File: config.mk
export PLATFORM = sky130hd
export DESIGN_NAME = sfsup_supervisor
export DESIGN_NICKNAME = d
export VERILOG_FILES = /design/src/sfsup_filter.v /design/src/sfsup_supervisor.v
export VERILOG_INCLUDE_DIRS = /design/src
export SDC_FILE = /design/constraint.sdc
export NUM_CORES = 1
export LEC_CHECK = 0
export BUFFER_PORTS_ARGS = -buffer_cell sky130_fd_sc_hd__buf_2
export CAP_MARGIN = 5
export CORE_MARGIN = 2
export CORE_UTILIZATION = 41
export DETAILED_ROUTE_END_ITERATION = 7
export SKIP_LAST_GASP = 1
export SLEW_MARGIN = 10
export SYNTH_ARGS = -nofsm -noshare
export SYNTH_HDL_FRONTEND = slang
export SYNTH_SLANG_ARGS = --single-unit
File: constraint.sdc
create_clock -name i_mclk -period 16.14 [get_ports i_mclk]
set_input_delay 2.421 -clock i_mclk [delete_from_list [all_inputs] [get_ports i_mclk]]
set_output_delay 2.421 -clock i_mclk [all_outputs]
set_load 0.1 [all_outputs]
File: src/sfsup_map.vh
// constants for the supply fault supervisor
// Notes on behaviour
// RL1: startup source on by supply level, off once turn-on level reached.
// RL2: startup source also re-enabled by bulk_ok rise, recovery end, thermal end.
// RL3: self-supply mode cycles supply between thresholds, no drive while ramping up.
// RL4: two startup current levels selectable; low level survives supply short.
// RL5: die-hot flag progressively reduces the high startup current level.
// RL6: after turn-on, hysteresis sink on while bulk_ok low, off while bulk_ok high.
// RL7: bulk pin held low during startup; released and sink enabled at turn-on.
// RL8: filtered brown-out result permits or inhibits the power stage.
// RL9: digital filter after brown-out comparator rejects short glitches.
// RL10: front-stage bias removed during light load and fault operation.
// RL11: switching only inside protection window; stop after filter delay outside.
// RL12: window fault latches or starts recovery timer per build option.
// RL13: over-voltage and over-temperature comparators each have own filter.
// RL14: over-temperature comparator ignored during startup blanking period.
// RL15: boost setting doubles thermistor bias to charge filter capacitor.
// RL16: protection bias on at first turn-on, bulk_ok, recovery restart, skip exit.
// RL17: bias off at turn-off, bulk_ok low, fault, skip entry.
// RL18: build option keeps protection block biased during skip.
// RL19: latched mode self-supplies without drive; only reset level clears it.
// RL20: one shared recovery timer of about one second for all faults; code times only non-latching window faults, thermal end restarts at once.
// RL21: filters are counters; change after full persistence, restart on contrary.
// RL22: supply below reset level asynchronously resets all supervisory state.
`ifndef SFSUP_MAP_VH
`define SFSUP_MAP_VH
`define SFSUP_CLK_MHZ        100
`define SFSUP_BULK_FILT_US   20
`define SFSUP_OVP_FILT_US    20
`define SFSUP_OTP_FILT_US    20
`define SFSUP_OTP_BLANK_US   1000
`define SFSUP_OTP_BOOST_US   500
`define SFSUP_RECOVER_MS     1000
`define SFSUP_RAMP_STEP_US   100
`define SFSUP_CNT(us)        ((us) * `SFSUP_CLK_MHZ)
`define SFSUP_ST_OFF         3'h0
`define SFSUP_ST_START       3'h1
`define SFSUP_ST_RUN         3'h2
`define SFSUP_ST_RECOVER     3'h3
`define SFSUP_ST_LATCH       3'h4
`define SFSUP_ST_SELF        3'h5
`define SFSUP_LIMIT_MAX      4'hf
`endif

File: src/sfsup_filter.v
// persistence filter for one comparator level
`default_nettype none
module sfsup_filter #(
    parameter W     = 32,
    parameter COUNT = 2000
) (
    // clock and reset
    input  wire         i_mclk,
    input  wire         i_reset,
    // raw level and filtered state
    input  wire         i_raw,
    output reg          o_state
);
    reg [W-1:0] cnt_r;

    always @(posedge i_mclk or posedge i_reset) begin
        if (i_reset) begin
            cnt_r   <= {W{1'b0}};
            o_state <= 1'b0;
        end else if (i_raw == o_state) begin
            cnt_r <= {W{1'b0}};                         // see RL21
        end else if (cnt_r >= COUNT - 1) begin
            cnt_r   <= {W{1'b0}};
            o_state <= i_raw;                           // see RL21
        end else begin
            cnt_r <= cnt_r + 1'b1;
        end
    end
endmodule
`default_nettype wire

File: src/sfsup_supervisor.v
// supply, brown-out and protection-window supervisor
`include "sfsup_map.vh"
`default_nettype none
module sfsup_supervisor #(
    parameter OVP_LATCH      = 1,
    parameter OTP_LATCH      = 0,
    parameter BIAS_IN_SKIP   = 1,
    parameter RECOVER_CYCLES = `SFSUP_CNT(`SFSUP_RECOVER_MS * 1000),
    parameter BLANK_CYCLES   = `SFSUP_CNT(`SFSUP_OTP_BLANK_US),
    parameter BOOST_CYCLES   = `SFSUP_CNT(`SFSUP_OTP_BOOST_US),
    parameter STEP_CYCLES    = `SFSUP_CNT(`SFSUP_RAMP_STEP_US)
) (
    // clock and reset (reset = supply below reset level)
    input  wire         i_mclk,
    input  wire         i_reset,
    // supply comparators
    input  wire         i_supply_turn_on_level,
    input  wire         i_supply_turn_off_level,
    // brown-out comparator
    input  wire         i_bulk_cmp,
    // protection pin comparators
    input  wire         i_overvoltage_level,
    input  wire         i_overtemp_level,
    // other events
    input  wire         i_thermal_shutdown,
    input  wire         i_die_hot,
    input  wire         i_skip_entry_level,
    input  wire         i_skip_exit_level,
    input  wire         i_light_load,
    input  wire         i_low_current_sel,
    // startup source
    output reg          o_startup_on,
    output reg          o_startup_current_low,
    output reg          o_startup_current_high,
    output reg  [3:0]   o_startup_high_limit,
    // brown-out
    output reg          o_bulk_ok,
    output reg          o_bulk_hysteresis_sink,
    output reg          o_bulk_discharge,
    // protection pin
    output reg          o_protection_bias,
    output reg          o_thermistor_bias_doubled,
    // power stage
    output reg          o_drive_enable,
    output reg          o_self_supply_mode,
    output reg          o_fault_latched,
    output reg          o_front_stage_bias_out
);
    localparam [31:0] BULK_F = `SFSUP_CNT(`SFSUP_BULK_FILT_US);
    localparam [31:0] OVP_F  = `SFSUP_CNT(`SFSUP_OVP_FILT_US);
    localparam [31:0] OTP_F  = `SFSUP_CNT(`SFSUP_OTP_FILT_US);

    //////////////////////////////////////////////////////////////////////////////
    // filters
    wire bulk_f;
    wire ovp_f;
    wire otp_f;
    reg  blank_r;

    sfsup_filter #(.W(32), .COUNT(BULK_F)) u_bulk (   // see RL9
        .i_mclk  (i_mclk),
        .i_reset (i_reset),
        .i_raw   (i_bulk_cmp),
        .o_state (bulk_f)
    );
    sfsup_filter #(.W(32), .COUNT(OVP_F)) u_ovp (     // see RL13
        .i_mclk  (i_mclk),
        .i_reset (i_reset),
        .i_raw   (i_overvoltage_level),
        .o_state (ovp_f)
    );
    sfsup_filter #(.W(32), .COUNT(OTP_F)) u_otp (     // see RL13
        .i_mclk  (i_mclk),
        .i_reset (i_reset),
        .i_raw   (i_overtemp_level & ~blank_r),       // see RL14
        .o_state (otp_f)
    );

    //////////////////////////////////////////////////////////////////////////////
    // state
    reg  [2:0]  st_r;
    reg  [31:0] rec_cnt_r;
    reg  [31:0] blank_cnt_r;
    reg  [31:0] boost_cnt_r;
    reg  [31:0] step_cnt_r;
    reg         first_r;
    reg         bulk_d_r;
    reg         tsd_d_r;
    reg         skip_r;
    reg         started_r;

    wire bulk_rise  = bulk_f & ~bulk_d_r;
    wire bulk_fall  = ~bulk_f & bulk_d_r;
    wire tsd_end    = tsd_d_r & ~i_thermal_shutdown;
    wire prot_on    = o_protection_bias;
    wire win_fault  = prot_on & (ovp_f | (otp_f & ~blank_r));   // see RL11, RL14
    wire latch_type = (ovp_f & (OVP_LATCH != 0)) | (otp_f & (OTP_LATCH != 0));
    wire rec_done   = (st_r == `SFSUP_ST_RECOVER) && (rec_cnt_r >= RECOVER_CYCLES - 1);
    wire skip_in    = i_skip_entry_level & ~skip_r & (st_r == `SFSUP_ST_RUN);
    wire skip_out   = i_skip_exit_level & skip_r;

    always @(posedge i_mclk or posedge i_reset) begin
        if (i_reset) begin                            // see RL22
            st_r        <= `SFSUP_ST_START;
            rec_cnt_r   <= 32'h0;
            first_r     <= 1'b1;
            bulk_d_r    <= 1'b0;
            tsd_d_r     <= 1'b0;
            skip_r      <= 1'b0;
            started_r   <= 1'b0;
        end else begin
            bulk_d_r <= bulk_f;
            tsd_d_r  <= i_thermal_shutdown;
            if (skip_in)
                skip_r <= 1'b1;
            else if (skip_out || st_r != `SFSUP_ST_RUN)
                skip_r <= 1'b0;
            if (i_supply_turn_on_level)
                first_r <= 1'b0;
            if (st_r == `SFSUP_ST_RECOVER)
                rec_cnt_r <= rec_cnt_r + 32'h1;       // see RL20
            else
                rec_cnt_r <= 32'h0;
            case (st_r)
                `SFSUP_ST_START: begin
                    if (i_supply_turn_on_level) begin
                        started_r <= 1'b1;
                        st_r      <= `SFSUP_ST_RUN;
                    end
                end
                `SFSUP_ST_RUN: begin
                    if (win_fault)                    // see RL12
                        st_r <= latch_type ? `SFSUP_ST_LATCH : `SFSUP_ST_RECOVER;
                    else if (!i_supply_turn_off_level)
                        st_r <= `SFSUP_ST_SELF;       // see RL3
                end
                `SFSUP_ST_SELF: begin
                    if (i_supply_turn_on_level)
                        st_r <= `SFSUP_ST_RUN;
                end
                `SFSUP_ST_RECOVER: begin
                    if (rec_done)
                        st_r <= `SFSUP_ST_SELF;       // see RL2
                end
                `SFSUP_ST_LATCH: begin
                    st_r <= `SFSUP_ST_LATCH;          // see RL19
                end
                default: st_r <= `SFSUP_ST_START;
            endcase
        end
    end

    //////////////////////////////////////////////////////////////////////////////
    // startup source
    reg startup_nxt;
    always @* begin
        startup_nxt = o_startup_on;
        if (!i_supply_turn_off_level || bulk_rise || rec_done || tsd_end)
            startup_nxt = 1'b1;                       // see RL1, RL2
        if (i_supply_turn_on_level)
            startup_nxt = 1'b0;                       // see RL1
    end

    always @(posedge i_mclk or posedge i_reset) begin
        if (i_reset) begin
            o_startup_on           <= 1'b1;
            o_startup_current_low  <= 1'b1;
            o_startup_current_high <= 1'b0;
            o_startup_high_limit   <= 4'h0;
            step_cnt_r             <= 32'h0;
        end else begin
            o_startup_on           <= startup_nxt;
            o_startup_current_low  <= startup_nxt & i_low_current_sel;   // see RL4
            o_startup_current_high <= startup_nxt & ~i_low_current_sel;  // see RL4
            if (step_cnt_r >= STEP_CYCLES - 1) begin
                step_cnt_r <= 32'h0;
                if (i_die_hot && o_startup_high_limit != `SFSUP_LIMIT_MAX)
                    o_startup_high_limit <= o_startup_high_limit + 4'h1;  // see RL5
                else if (!i_die_hot && o_startup_high_limit != 4'h0)
                    o_startup_high_limit <= o_startup_high_limit - 4'h1;
            end else begin
                step_cnt_r <= step_cnt_r + 32'h1;
            end
        end
    end

    //////////////////////////////////////////////////////////////////////////////
    // brown-out and protection bias
    reg bias_nxt;
    always @* begin
        bias_nxt = o_protection_bias;
        if (skip_in && BIAS_IN_SKIP != 0)
            bias_nxt = o_protection_bias;                                        // see RL18
        if ((i_supply_turn_on_level && first_r) || bulk_rise
            || rec_done || (skip_out && BIAS_IN_SKIP == 0))
            bias_nxt = 1'b1;                                                     // see RL16
        if (!i_supply_turn_off_level || bulk_fall || win_fault
            || (skip_in && BIAS_IN_SKIP == 0))
            bias_nxt = 1'b0;                                                     // see RL17
    end

    always @(posedge i_mclk or posedge i_reset) begin
        if (i_reset) begin
            o_bulk_ok                 <= 1'b0;
            o_bulk_hysteresis_sink    <= 1'b0;
            o_bulk_discharge          <= 1'b1;
            o_protection_bias         <= 1'b0;
            o_thermistor_bias_doubled <= 1'b0;
            blank_r                   <= 1'b1;
            blank_cnt_r               <= 32'h0;
            boost_cnt_r               <= 32'h0;
        end else begin
            o_bulk_ok              <= bulk_f;
            o_bulk_discharge       <= ~started_r & ~i_supply_turn_on_level;      // see RL7
            o_bulk_hysteresis_sink <= (started_r | i_supply_turn_on_level)
                                      & ~bulk_f;                                 // see RL6, RL7
            o_protection_bias <= bias_nxt;
            if (!bias_nxt) begin
                blank_r     <= 1'b1;
                blank_cnt_r <= 32'h0;
                boost_cnt_r <= 32'h0;
                o_thermistor_bias_doubled <= 1'b0;
            end else begin
                if (blank_cnt_r >= BLANK_CYCLES - 1)
                    blank_r <= 1'b0;                                             // see RL14
                else
                    blank_cnt_r <= blank_cnt_r + 32'h1;
                if (boost_cnt_r < BOOST_CYCLES) begin
                    boost_cnt_r <= boost_cnt_r + 32'h1;
                    o_thermistor_bias_doubled <= 1'b1;                           // see RL15
                end else begin
                    o_thermistor_bias_doubled <= 1'b0;
                end
            end
        end
    end

    //////////////////////////////////////////////////////////////////////////////
    // power stage permission
    always @(posedge i_mclk or posedge i_reset) begin
        if (i_reset) begin
            o_drive_enable         <= 1'b0;
            o_self_supply_mode     <= 1'b0;
            o_fault_latched        <= 1'b0;
            o_front_stage_bias_out <= 1'b0;
        end else begin
            o_drive_enable <= (st_r == `SFSUP_ST_RUN) & bulk_f & ~win_fault
                              & ~i_thermal_shutdown & ~startup_nxt;              // see RL8, RL11
            o_self_supply_mode <= (st_r == `SFSUP_ST_SELF) | (st_r == `SFSUP_ST_LATCH)
                                  | (st_r == `SFSUP_ST_RECOVER);                 // see RL3, RL19
            o_fault_latched <= (st_r == `SFSUP_ST_LATCH);
            o_front_stage_bias_out <= (st_r == `SFSUP_ST_RUN) & bulk_f & ~win_fault
                                      & ~i_light_load & ~skip_r;                 // see RL10
        end
    end
endmodule
`default_nettype wire

==> metrics.yaml, run 1 <==
cts:
  cts-resized-gates: 0
  cts_hold_buf: 0
  clk_latency_ns: 0.53
  cts_max_level: 1
  numCtsBuffers: 28
  post_cts_buffers: 0
  clk_path_buf_depth: 3
  cts_tree: "done"
  clock-root-buffer: "clkbuf_16"
  cts_sinks: 251
  cts.clk_slew.worst_paths_ns: 0.06
routing:
  drt_iter0_drc: 331
  route.detailed.drc: 0
  postRouteAntennaNets: 0
  routedWlPerCell_um: 12.5
  drtPass1Iterations: 4
  routed_wl_um: 16300
  vias: 6024
  viasPerCell: 4.63
logic_synthesis:
  ys_top_cells_by_count: "dfrtp_1 (245), nor2_1 (117), xor2_1 (50), xnor2_1 (48), nand3_1 (46)"
  synth_edf_count: 0
  synthTopCellsByArea: "dfrtp_1 (62%), nor2_1 (4.5%), xor2_1 (4.4%)"
  seq_area_frac_synth_pct: 63.8
  syn-mean-instance-area_sq_um: 11.8
  synthArstFlopShare_pct: 100
  synth.cell_area_sq_um: 9860
  synth_largest_area_cell: "dfrtp_1"
  synth_warnings: 0
  synth-seq-cells: 251
  yosysMostFrequentCell: "dfrtp_1"
  synth-main-ff-cell: "dfrtp_1"
  synth_top_area_share_pct: 62.2
  yosysUniqueCellTypes: 60
  netlist_instances: 835
timing:
  setup_ws_ns: 12.19
  slew_headroom_pct: 39.8
  finalSetupViolations: 0
  worst_slew_pin_slew_ns: 0.903
  finClkSkew_ns: 0.0150
  fmax_mhz: 253
  hold_violations: 0
  report.final.slew_viol_count: 0
  hold_ws_ns: 0.406
  rsz0062_at_grt: "no"
  setup_tns_ns: 0
  period_share_pct: 24.5
  min_period_ns: 3.95
pwr:
  p_sw_uw: 396
  ir_drop_uv: 158
  power_density_nw_per_um2: 129
  p_comb_share_pct: 10.5
  sequentialPowerShare_pct: 45.1
  switching_share_pct: 26.3
  p_int_uw: 1110
  clkPwrFrac_pct: 44.5
  total_leakage_power_uw: 0.00522
worst_setup_path:
  r2r_cells: 7
  path_class: "flip-flop to output pin"
  crit_family: "flip-flops"
  critPathMaxStageDelay_ns: 0.57
  cp-end-kind: "output pin"
  critPathSlowestCell: "dfstp_2"
  critical_path.startpoint_type: "flip-flop"
  r2r-start: "blank_cnt_r[0]$_DFFE_PP0P_"
  crit_buf_inv: 1
  arrival_ns: 1.53
  reg2reg_slack_ns: 13.51
  required_ns: 13.72
  worstPathMaxFanout: 2
  regToRegEndpoint: "blank_cnt_r[11]$_DFFE_PP0P_"
  worstPathCellList: "buf_2"
run:
  cap_violations: 0
finish:
  stdcell_count: 1302
  drive_gt1_share_pct: 11.6
  n_antenna_cell: 0
  fin_nets: 984
  layout-area-overhead-vs-synth_pct: 18.2
global_routing:
  grtUsageMet2_pct: 21.6
  met1_usage_pct: 18.3
  grt_busiest_layer: "met2"
  grt_antenna_before_repair: 0
  met3_usage_pct: 2.42
  overflow: 0
  grtUsageTotal_pct: 13.3
  grt_pass1_vias: 5947
  grt_pass1_wl_um: 28400
  grt_max_degree: 133
hold_path:
  hold_path_end: "o_bulk_discharge$_DFF_PP1_"
  hp-class: "flip-flop to flip-flop"
  hold_depth: 1
  min-delay-start: "started_r$_DFFE_PP0P_"
placement:
  globalplace.congestion: 0.732
  port_buffers: 28
  dpl_worst_slack_ns: 11.97
  hpwl_um: 10200
  placed_cells: 1250
outcome:
  status: "completed"
floorplanning:
  rows: 56
  dieArea_sq_um: 25300
  dieHeight_um: 159
  core_area_sq_um: 23500
  start_util_pct: 41.9
  io_pins: 29
  fp.dieW_um: 159
## flip-flops by register name (all words and copies together) (netlist names), 3 cells and up
| register | cells |
|---|---|
| step_cnt_r | 32 |
| boost_cnt_r | 32 |
| st_r | 3 |
| u_ovp.cnt_r | 32 |
| u_bulk.cnt_r | 32 |
| blank_cnt_r | 32 |
| o_startup_high_limit | 4 |
| u_otp.cnt_r | 32 |
| rec_cnt_r | 32 |
## final cells by class
| type | count | area [sq um] |
|---|---|---|
| Fill cell | 2139 | 11900 |
| Sequential cell | 251 | 6290 |
| Multi-Input combinational cell | 632 | 3720 |
| Clock buffer | 40 | 857 |
| Tap cell | 319 | 399 |
| Timing Repair Buffer | 32 | 170 |
| Clock inverter | 12 | 150 |
| Inverter | 16 | 67.6 |
## through the flow
stage | util (%) | instance area [sq um] | total power, uW
finish | 49.5 | 11700 | 1510
CTS | 49.5 | 11700 | 1530
global placement | 45.2 | 10700 | 849
detailed placement | 45.2 | 10700 | 850
floorplan | - | 10200 | 814
global route | 49.5 | 11700 | 1570
## cell families (layout without fill, tap and decap cells)
kind of cell | after synthesis | count (layout) | share of synthesized area (%)
other | 1 | 81 | 0.0380
buffers and inverters | 32 | 100 | 1.51
adder cells (fa/ha/maj) | 11 | 11 | 1.45
AND/OR/NAND/NOR | 380 | 380 | 20.1
AO/OA/AOI/OAI | 56 | 56 | 3.78
XOR/XNOR | 98 | 98 | 8.70
multiplexers | 6 | 6 | 0.672
flip-flops | 251 | 251 | 63.8
## power groups by stage
stage / clock [uW] / combinational, uW / sequential (uW)
finish: 670 / 158 / 679
CTS: 688 / 160 / 679
global placement: 0 / 159 / 690
detailed placement: 0 / 160 / 691
floorplan: 0 / 72.9 / 741
global route: 713 / 173 / 683
## placed cells by master (no fill, tap or decap), drive strengths merged, types with 4 or more instances in the layout
cell    count
nand3      47
clkinv      4
buf        32
inv        18
o21ai      10
nor2      120
dfstp       6
nor3       19
or4         8
dfrtp     245
and3       27
mux2        5
nand4      18
nor2b      41
clkbuf     40
a21oi      22
xnor2      48
a21o        4
and4        6
nand2      43
ha          9
or3         8
conb       81
nor4       30
xor2       50
## how the worst max path moves through the flow
stage               cells past startpoint              startpoint                         end
floorplan                               1                 i_reset  blank_cnt_r[0]$_DFFE_PP0P_
global placement                        3                 i_reset     rec_cnt_r[14]$_DFF_PP0_
detailed placement                      3                 i_reset     rec_cnt_r[14]$_DFF_PP0_
CTS                                     1  o_startup_on$_DFF_PP1_                o_startup_on
global route                            1  o_startup_on$_DFF_PP1_                o_startup_on
finish                                  1  o_startup_on$_DFF_PP1_                o_startup_on
## routing by layer
metal  vias up  wire length [um]
li1       3029                 -
met1      2905              8030
met2        63              7430
met3        27               487
met4         0               362
met5         -                 0
Power figures use the tool's default switching activity.
==> run 2: changes to the inputs <==
ABC_AREA = 1   (was default)
clock period = 3.9 ns   (was 16.14 ns; I/O delays follow)
==> metrics.yaml, run 2 <==
worst_setup_path:
  required_ns: 4.34  # -9.38 ns
  reg2reg_slack_ns: 1.45  # -12.06 ns
  worstPathMaxFanout: 53  # +51
  critical_path.startpoint_type: "flip-flop"
  path_class: "flip-flop to flip-flop"
  r2r-start: "blank_r$_DFFE_PP1P_"
  cp-end-kind: "flip-flop"
  arrival_ns: 2.89  # +1.36 ns
  regToRegEndpoint: "boost_cnt_r[2]$_DFFE_PP0P_"
  r2r_cells: 6  # -1
logic_synthesis:
  ys_top_cells_by_count: "dfrtp_1 (245), nor2_1 (232), nand2_1 (192), inv_1 (156), nand3_1 (72)"
  synth_top_area_share_pct: 57.4  # -4.7 points
  syn-mean-instance-area_sq_um: 9.05  # -23%
  synth-seq-cells: 251  # unchanged
  synthTopCellsByArea: "dfrtp_1 (57%), nor2_1 (8.2%), nand2_1 (6.8%)"
  synth_edf_count: 0  # unchanged
  synth_warnings: 0  # unchanged
  seq_area_frac_synth_pct: 58.9  # -4.9 points
  synth_largest_area_cell: "dfrtp_1"
  synthArstFlopShare_pct: 100  # unchanged
  netlist_instances: 1180  # +41%
  synth.cell_area_sq_um: 10700  # +8.2%
  yosysUniqueCellTypes: 40  # -33%
  yosysMostFrequentCell: "dfrtp_1"
  synth-main-ff-cell: "dfrtp_1"
global_routing:
  met3_usage_pct: 2.45  # +0.025 points
  grtUsageTotal_pct: 15.2  # +1.9 points
  grtUsageMet2_pct: 24.3  # +2.7 points
  overflow: 0  # unchanged
  grt_max_degree: 85  # -36%
  met1_usage_pct: 21.8  # +3.4 points
  grt_pass1_wl_um: 34100  # +20%
  grt_pass1_vias: 7353  # +24%
  grt_busiest_layer: "met2"
  grt_antenna_before_repair: 0  # unchanged
routing:
  drt_iter0_drc: 352  # +6.3%
  vias: 7621  # +27%
  viasPerCell: 4.59  # -0.89%
  routedWlPerCell_um: 11.9  # -4.8%
  routed_wl_um: 19800  # +21%
  route.detailed.drc: 0  # unchanged
  postRouteAntennaNets: 0  # unchanged
  drtPass1Iterations: 5  # +1
cts:
  cts_tree: "done"
  clk_path_buf_depth: 3  # unchanged
  clk_latency_ns: 0.53  # about the same
  cts.clk_slew.worst_paths_ns: 0.06  # about the same
  cts-resized-gates: 0  # unchanged
  clock-root-buffer: "clkbuf_16"
  cts_max_level: 1  # unchanged
  post_cts_buffers: 0  # unchanged
  cts_sinks: 251  # unchanged
  numCtsBuffers: 27  # -3.6%
  cts_hold_buf: 0  # unchanged
pwr:
  ir_drop_uv: 585  # +270%
  p_int_uw: 4590  # +310%
  power_density_nw_per_um2: 502  # +290%
  switching_share_pct: 26.7  # +0.39 points
  p_comb_share_pct: 11.8  # +1.3 points
  sequentialPowerShare_pct: 44.6  # -0.5 points
  total_leakage_power_uw: 0.00568  # +8.8%
  clkPwrFrac_pct: 43.6  # -0.9 points
  p_sw_uw: 1670  # +320%
timing:
  min_period_ns: 2.45
  hold_ws_ns: 0.183  # -0.224 ns
  fmax_mhz: 407
  report.final.slew_viol_count: 0  # unchanged
  rsz0062_at_grt: "no"
  finClkSkew_ns: 0.0153  # +0.000297 ns
  setup_tns_ns: 0  # unchanged
  period_share_pct: 62.9
  hold_violations: 0  # unchanged
  slew_headroom_pct: 41.5  # +1.7 points
  worst_slew_pin_slew_ns: 0.875  # -0.0286 ns
  finalSetupViolations: 0  # unchanged
hold_path:
  min-delay-start: "i_thermal_shutdown"
  hold_depth: 1  # unchanged
  hp-class: "input port to flip-flop"
  hold_path_end: "tsd_d_r$_DFF_PP0_"
finish:
  layout_commonest_cell: "dfrtp_1"
  n_antenna_cell: 0  # unchanged
  layout-area-overhead-vs-synth_pct: 16.8
  mostFrequentLayoutCells: "dfrtp_1 (245), nor2_1 (232), nand2_1 (192)"
  final_cell_area_sq_um: 12500  # +6.9%
  drive_gt1_share_pct: 8.97  # -2.6 points
  fin_nets: 1329  # +35%
placement:
  hpwl_um: 13400  # +31%
  port_buffers: 28  # unchanged
  globalplace.congestion: 0.850  # +16%
  place_area_sq_um: 11500  # +7.9%
floorplanning:
  dieHeight_um: 165  # +3.9%
  core_area_sq_um: 25800  # +9.7%
  start_util_pct: 41.3  # -0.57 points
  rows: 59  # +5.4%
  fp.dieW_um: 165  # +3.9%
  dieArea_sq_um: 27300  # +8.0%
  io_pins: 29  # unchanged
outcome:
  status: "completed"
run:
  cap_violations: 0  # unchanged
run 2: changes by cell type in the layout (fill, tap and decap cells not counted), moves of 26 or more:
cell     previous run  this run
nand3_1            46        72
xnor2_1            48        13
nand2_1            40       192
nor3_1             19        47
nor2b_1            41         0
inv_1              15       155
nor2_1            117       232
run 2: metal layers:
metal	share of wire, %	vias to the layer above
li1	-	3917
met1	51	3588
met2	44	91
met3	3.2	25
met4	2.1	0
met5	0	-
run 2: how the worst max path moves through the flow:
stage | to | slack [ns] | startpoint | depth (start not counted)
CTS | boost_cnt_r[2]$_DFFE_PP0P_ | 1.39 | blank_r$_DFFE_PP1P_ | 6
global route | boost_cnt_r[2]$_DFFE_PP0P_ | 1.20 | blank_r$_DFFE_PP1P_ | 6
global placement | blank_r$_DFFE_PP1P_ | 1.55 | i_supply_turn_off_level | 6
finish | boost_cnt_r[2]$_DFFE_PP0P_ | 1.45 | blank_r$_DFFE_PP1P_ | 6
detailed placement | boost_cnt_r[2]$_DFFE_PP0P_ | 1.38 | i_supply_turn_off_level | 5
floorplan | blank_cnt_r[0]$_DFFE_PP0P_ | 0.02 | i_reset | 1
run 2: layout make-up:
class | instances | area, sq um
multi-input cells | 837 | 4000
fillers | 2516 | 13400
flip-flops and latches | 251 | 6290
well taps | 335 | 419
inverters | 156 | 589
repair buffers | 33 | 203
clock buffers | 36 | 769
clock inverters | 14 | 201
run 2: logic make-up (layout without fill, tap and decap cells):
kind of cell	count (synthesis)	after routing	share of synthesized area [%]
simple gates	627	627	25.7
other cells	1	81	0.0351
fa+ha+maj	10	10	1.24
flops	251	251	58.9
xor+xnor	39	39	3.20
buf+inv	172	239	6.47
compound gates	80	80	4.44
run 2: through the flow:
stage	utilization [%]	power (uW)	setup slack, ns	std cells
finish	48.2	6260	1.45	1662
global route	48.2	6540	1.20	1662
CTS	48.2	6370	1.39	1662
detailed placement	44.5	3590	1.38	1612
global placement	44.5	3580	1.55	1612
floorplan	-	3420	0.0182	1260
run 2: critical path, cell delays in order, from the launching register on:
cell and delay [ns]:
dfstp_2 0.51, inv_1 0.05, nand3_1 0.11, nand2_1 0.12, a211oi_4 0.70, nand2_4 0.57
nor3_1 0.28
run 2: power groups by stage:
stage	clock network (uW)	logic, uW	registers, uW
3_5_place_dp	0	748	2840
3_3_place_gp	0	739	2840
4_1_cts	2830	747	2790
5_1_grt	2920	817	2810
6_report	2730	738	2790
2_1_floorplan	0	342	3080
==> run 3: changes to the inputs <==
clock period = 2.4 ns   (was 3.9 ns; I/O delays follow)
==> metrics.yaml, run 3 (same netlist as run 2, synthesis figures left out) <==
outcome:
  status: "completed"
cts:
  cts_tree: "done"
  cts.clk_slew.worst_paths_ns: 0.06  # about the same
  clk_latency_ns: 0.54  # about the same
  clock-root-buffer: "clkbuf_16"
  numCtsBuffers: 27  # unchanged
  cts_sinks: 251  # unchanged
  cts_max_level: 1  # unchanged
  clk_path_buf_depth: 3  # unchanged
timing:
  finalSetupViolations: 0  # unchanged
  period_share_pct: 82.2  # +19 points
  finClkSkew_ns: 0.00650  # -0.00881 ns
  min_period_ns: 1.97  # -0.482 ns
  rsz0062_at_grt: "no"
  setup_tns_ns: 0  # unchanged
  fmax_mhz: 507  # +24%
  slew_headroom_pct: 54.7  # +13 points
  report.final.slew_viol_count: 0  # unchanged
  hold_violations: 0  # unchanged
  worst_slew_pin_slew_ns: 0.679  # -0.196 ns
floorplanning:
  dieHeight_um: 165  # unchanged
  rows: 59  # unchanged
  dieArea_sq_um: 27300  # unchanged
  fp.dieW_um: 165  # unchanged
  io_pins: 29  # unchanged
  core_area_sq_um: 25800  # unchanged
  start_util_pct: 41.3  # unchanged
routing:
  postRouteAntennaNets: 0  # unchanged
  viasPerCell: 4.54  # -1.1%
  vias: 7621  # unchanged
  route.detailed.drc: 0  # unchanged
  routedWlPerCell_um: 11.6  # -2.3%
  drt_iter0_drc: 536  # +52%
  routed_wl_um: 19600  # -1.3%
  drtPass1Iterations: 4  # -1
placement:
  globalplace.congestion: 0.841  # -1.1%
  hpwl_um: 13600  # +1.1%
  port_buffers: 28  # unchanged
worst_setup_path:
  r2r_cells: 12  # +6
  arrival_ns: 2.40  # -0.49 ns
  cpMostUsedCell: "nand2_1"
  crit_end: "rec_cnt_r[22]$_DFF_PP0_"
  cp-end-kind: "flip-flop"
  regToRegEndpoint: "rec_cnt_r[22]$_DFF_PP0_"
  reg2reg_slack_ns: 0.43  # -1.02 ns
  r2r-start: "rec_cnt_r[0]$_DFF_PP0_"
  critPathMaxStageDelay_ns: 0.36  # -0.34 ns
  path_class: "flip-flop to flip-flop"
  critical_path.startpoint_type: "flip-flop"
  critPathSlowestCell: "dfrtp_1"
  required_ns: 2.83  # -1.51 ns
  worstPathCellList: "ha_1, nand2_1, nor2_1, nand2_1, inv_1, nand2_1, inv_1, nand3_1, nor2_1, nand2_1, o21ai_0, nor2_1"
  critPathLaunch: "rec_cnt_r[0]$_DFF_PP0_"
  worstPathMaxFanout: 5  # -91%
finish:
  mostFrequentLayoutCells: "dfrtp_1 (245), nor2_1 (232), nand2_1 (192)"
  layout-area-overhead-vs-synth_pct: 19.1
  final_util_pct: 49.2  # +0.96 points
  fin_nets: 1346  # +1.3%
  nFillCells: 2416  # -4.0%
  layout_commonest_cell: "dfrtp_1"
  drive_gt1_share_pct: 9.75  # +0.78 points
pwr:
  total_leakage_power_uw: 0.00581  # +2.2%
  power_density_nw_per_um2: 816  # +62%
  ir_drop_uv: 951  # +62%
global_routing:
  overflow: 0  # unchanged
  grt_antenna_before_repair: 1  # +1
  grt_max_degree: 51  # -40%
  grt_pass1_wl_um: 34200  # +0.34%
  grt_pass1_vias: 7471  # +1.6%
  grtUsageTotal_pct: 15.2  # +0.045 points
run:
  cap_violations: 0  # unchanged
hold_path:
  hp-class: "input port to flip-flop"
run 3: timing repair:
item	in CTS	in global routing
endpoints found under the hold margin	21	0
hold buffers	4	0
gates resized for setup	0	1
setup endpoints to repair	0	1
buffers inserted	0	0
run 3: worst min path at each step:
stage | to | start | cells past startpoint
global placement | first_r$_DFFE_PP1P_ | first_r$_DFFE_PP1P_ | 2
detailed placement | first_r$_DFFE_PP1P_ | first_r$_DFFE_PP1P_ | 2
floorplan | o_bulk_discharge$_DFF_PP1_ | started_r$_DFFE_PP0P_ | 1
finish | o_front_stage_bias_out$_DFF_PP0_ | i_light_load | 2
CTS | o_front_stage_bias_out$_DFF_PP0_ | i_light_load | 2
global route | o_front_stage_bias_out$_DFF_PP0_ | i_light_load | 2
run 3: power by group:
part,leakage (uW),total [uW],switching (uW),internal [uW]
sequential,0.00326,4540,124,4420
clock,0.000505,4590,1640,2950
combinational,0.00204,1240,938,305
total,0.00581,10400,2700,7670
run 3: layout make-up:
cell class	instances	area, sq um	area share [%]
Sequential cell	251	6290	49.5
Antenna cell	1	2.50	0.0197
Inverter	156	589	4.63
Tap cell	335	419	3.30
Multi-Input combinational cell	837	4000	31.5
Clock inverter	8	180	1.42
Clock buffer	42	842	6.62
Timing Repair Buffer	50	390	3.07
run 3: stage by stage:
step	cell area (sq um)	hold slack (ns)	setup slack (ns)	power, uW	std cells
2_1_floorplan	11000	0.374	-1.26	5560	1260
3_3_place_gp	11600	0.428	0.345	5850	1625
3_5_place_dp	11600	0.428	0.257	5860	1625
4_1_cts	12700	0.0217	0.214	10500	1679
5_1_grt	12700	0.0133	0.181	10800	1679
6_report	12700	0.0303	0.428	10400	1680
run 3: worst max-delay path, delay by kind of cell (launching register included):
family,cells,cell delay (ns)
AND/OR/NAND/NOR,8,0.92
AO/OA/AOI/OAI,1,0.16
flip-flops,1,0.36
buffers and inverters,2,0.23
adder cells (fa/ha/maj),1,0.20
run 3: layer usage:
metal	global-route usage, %	wire, um
met5	0	0
met4	3.84	437
met3	2.82	772
met2	24.5	8710
met1	21.3	9640
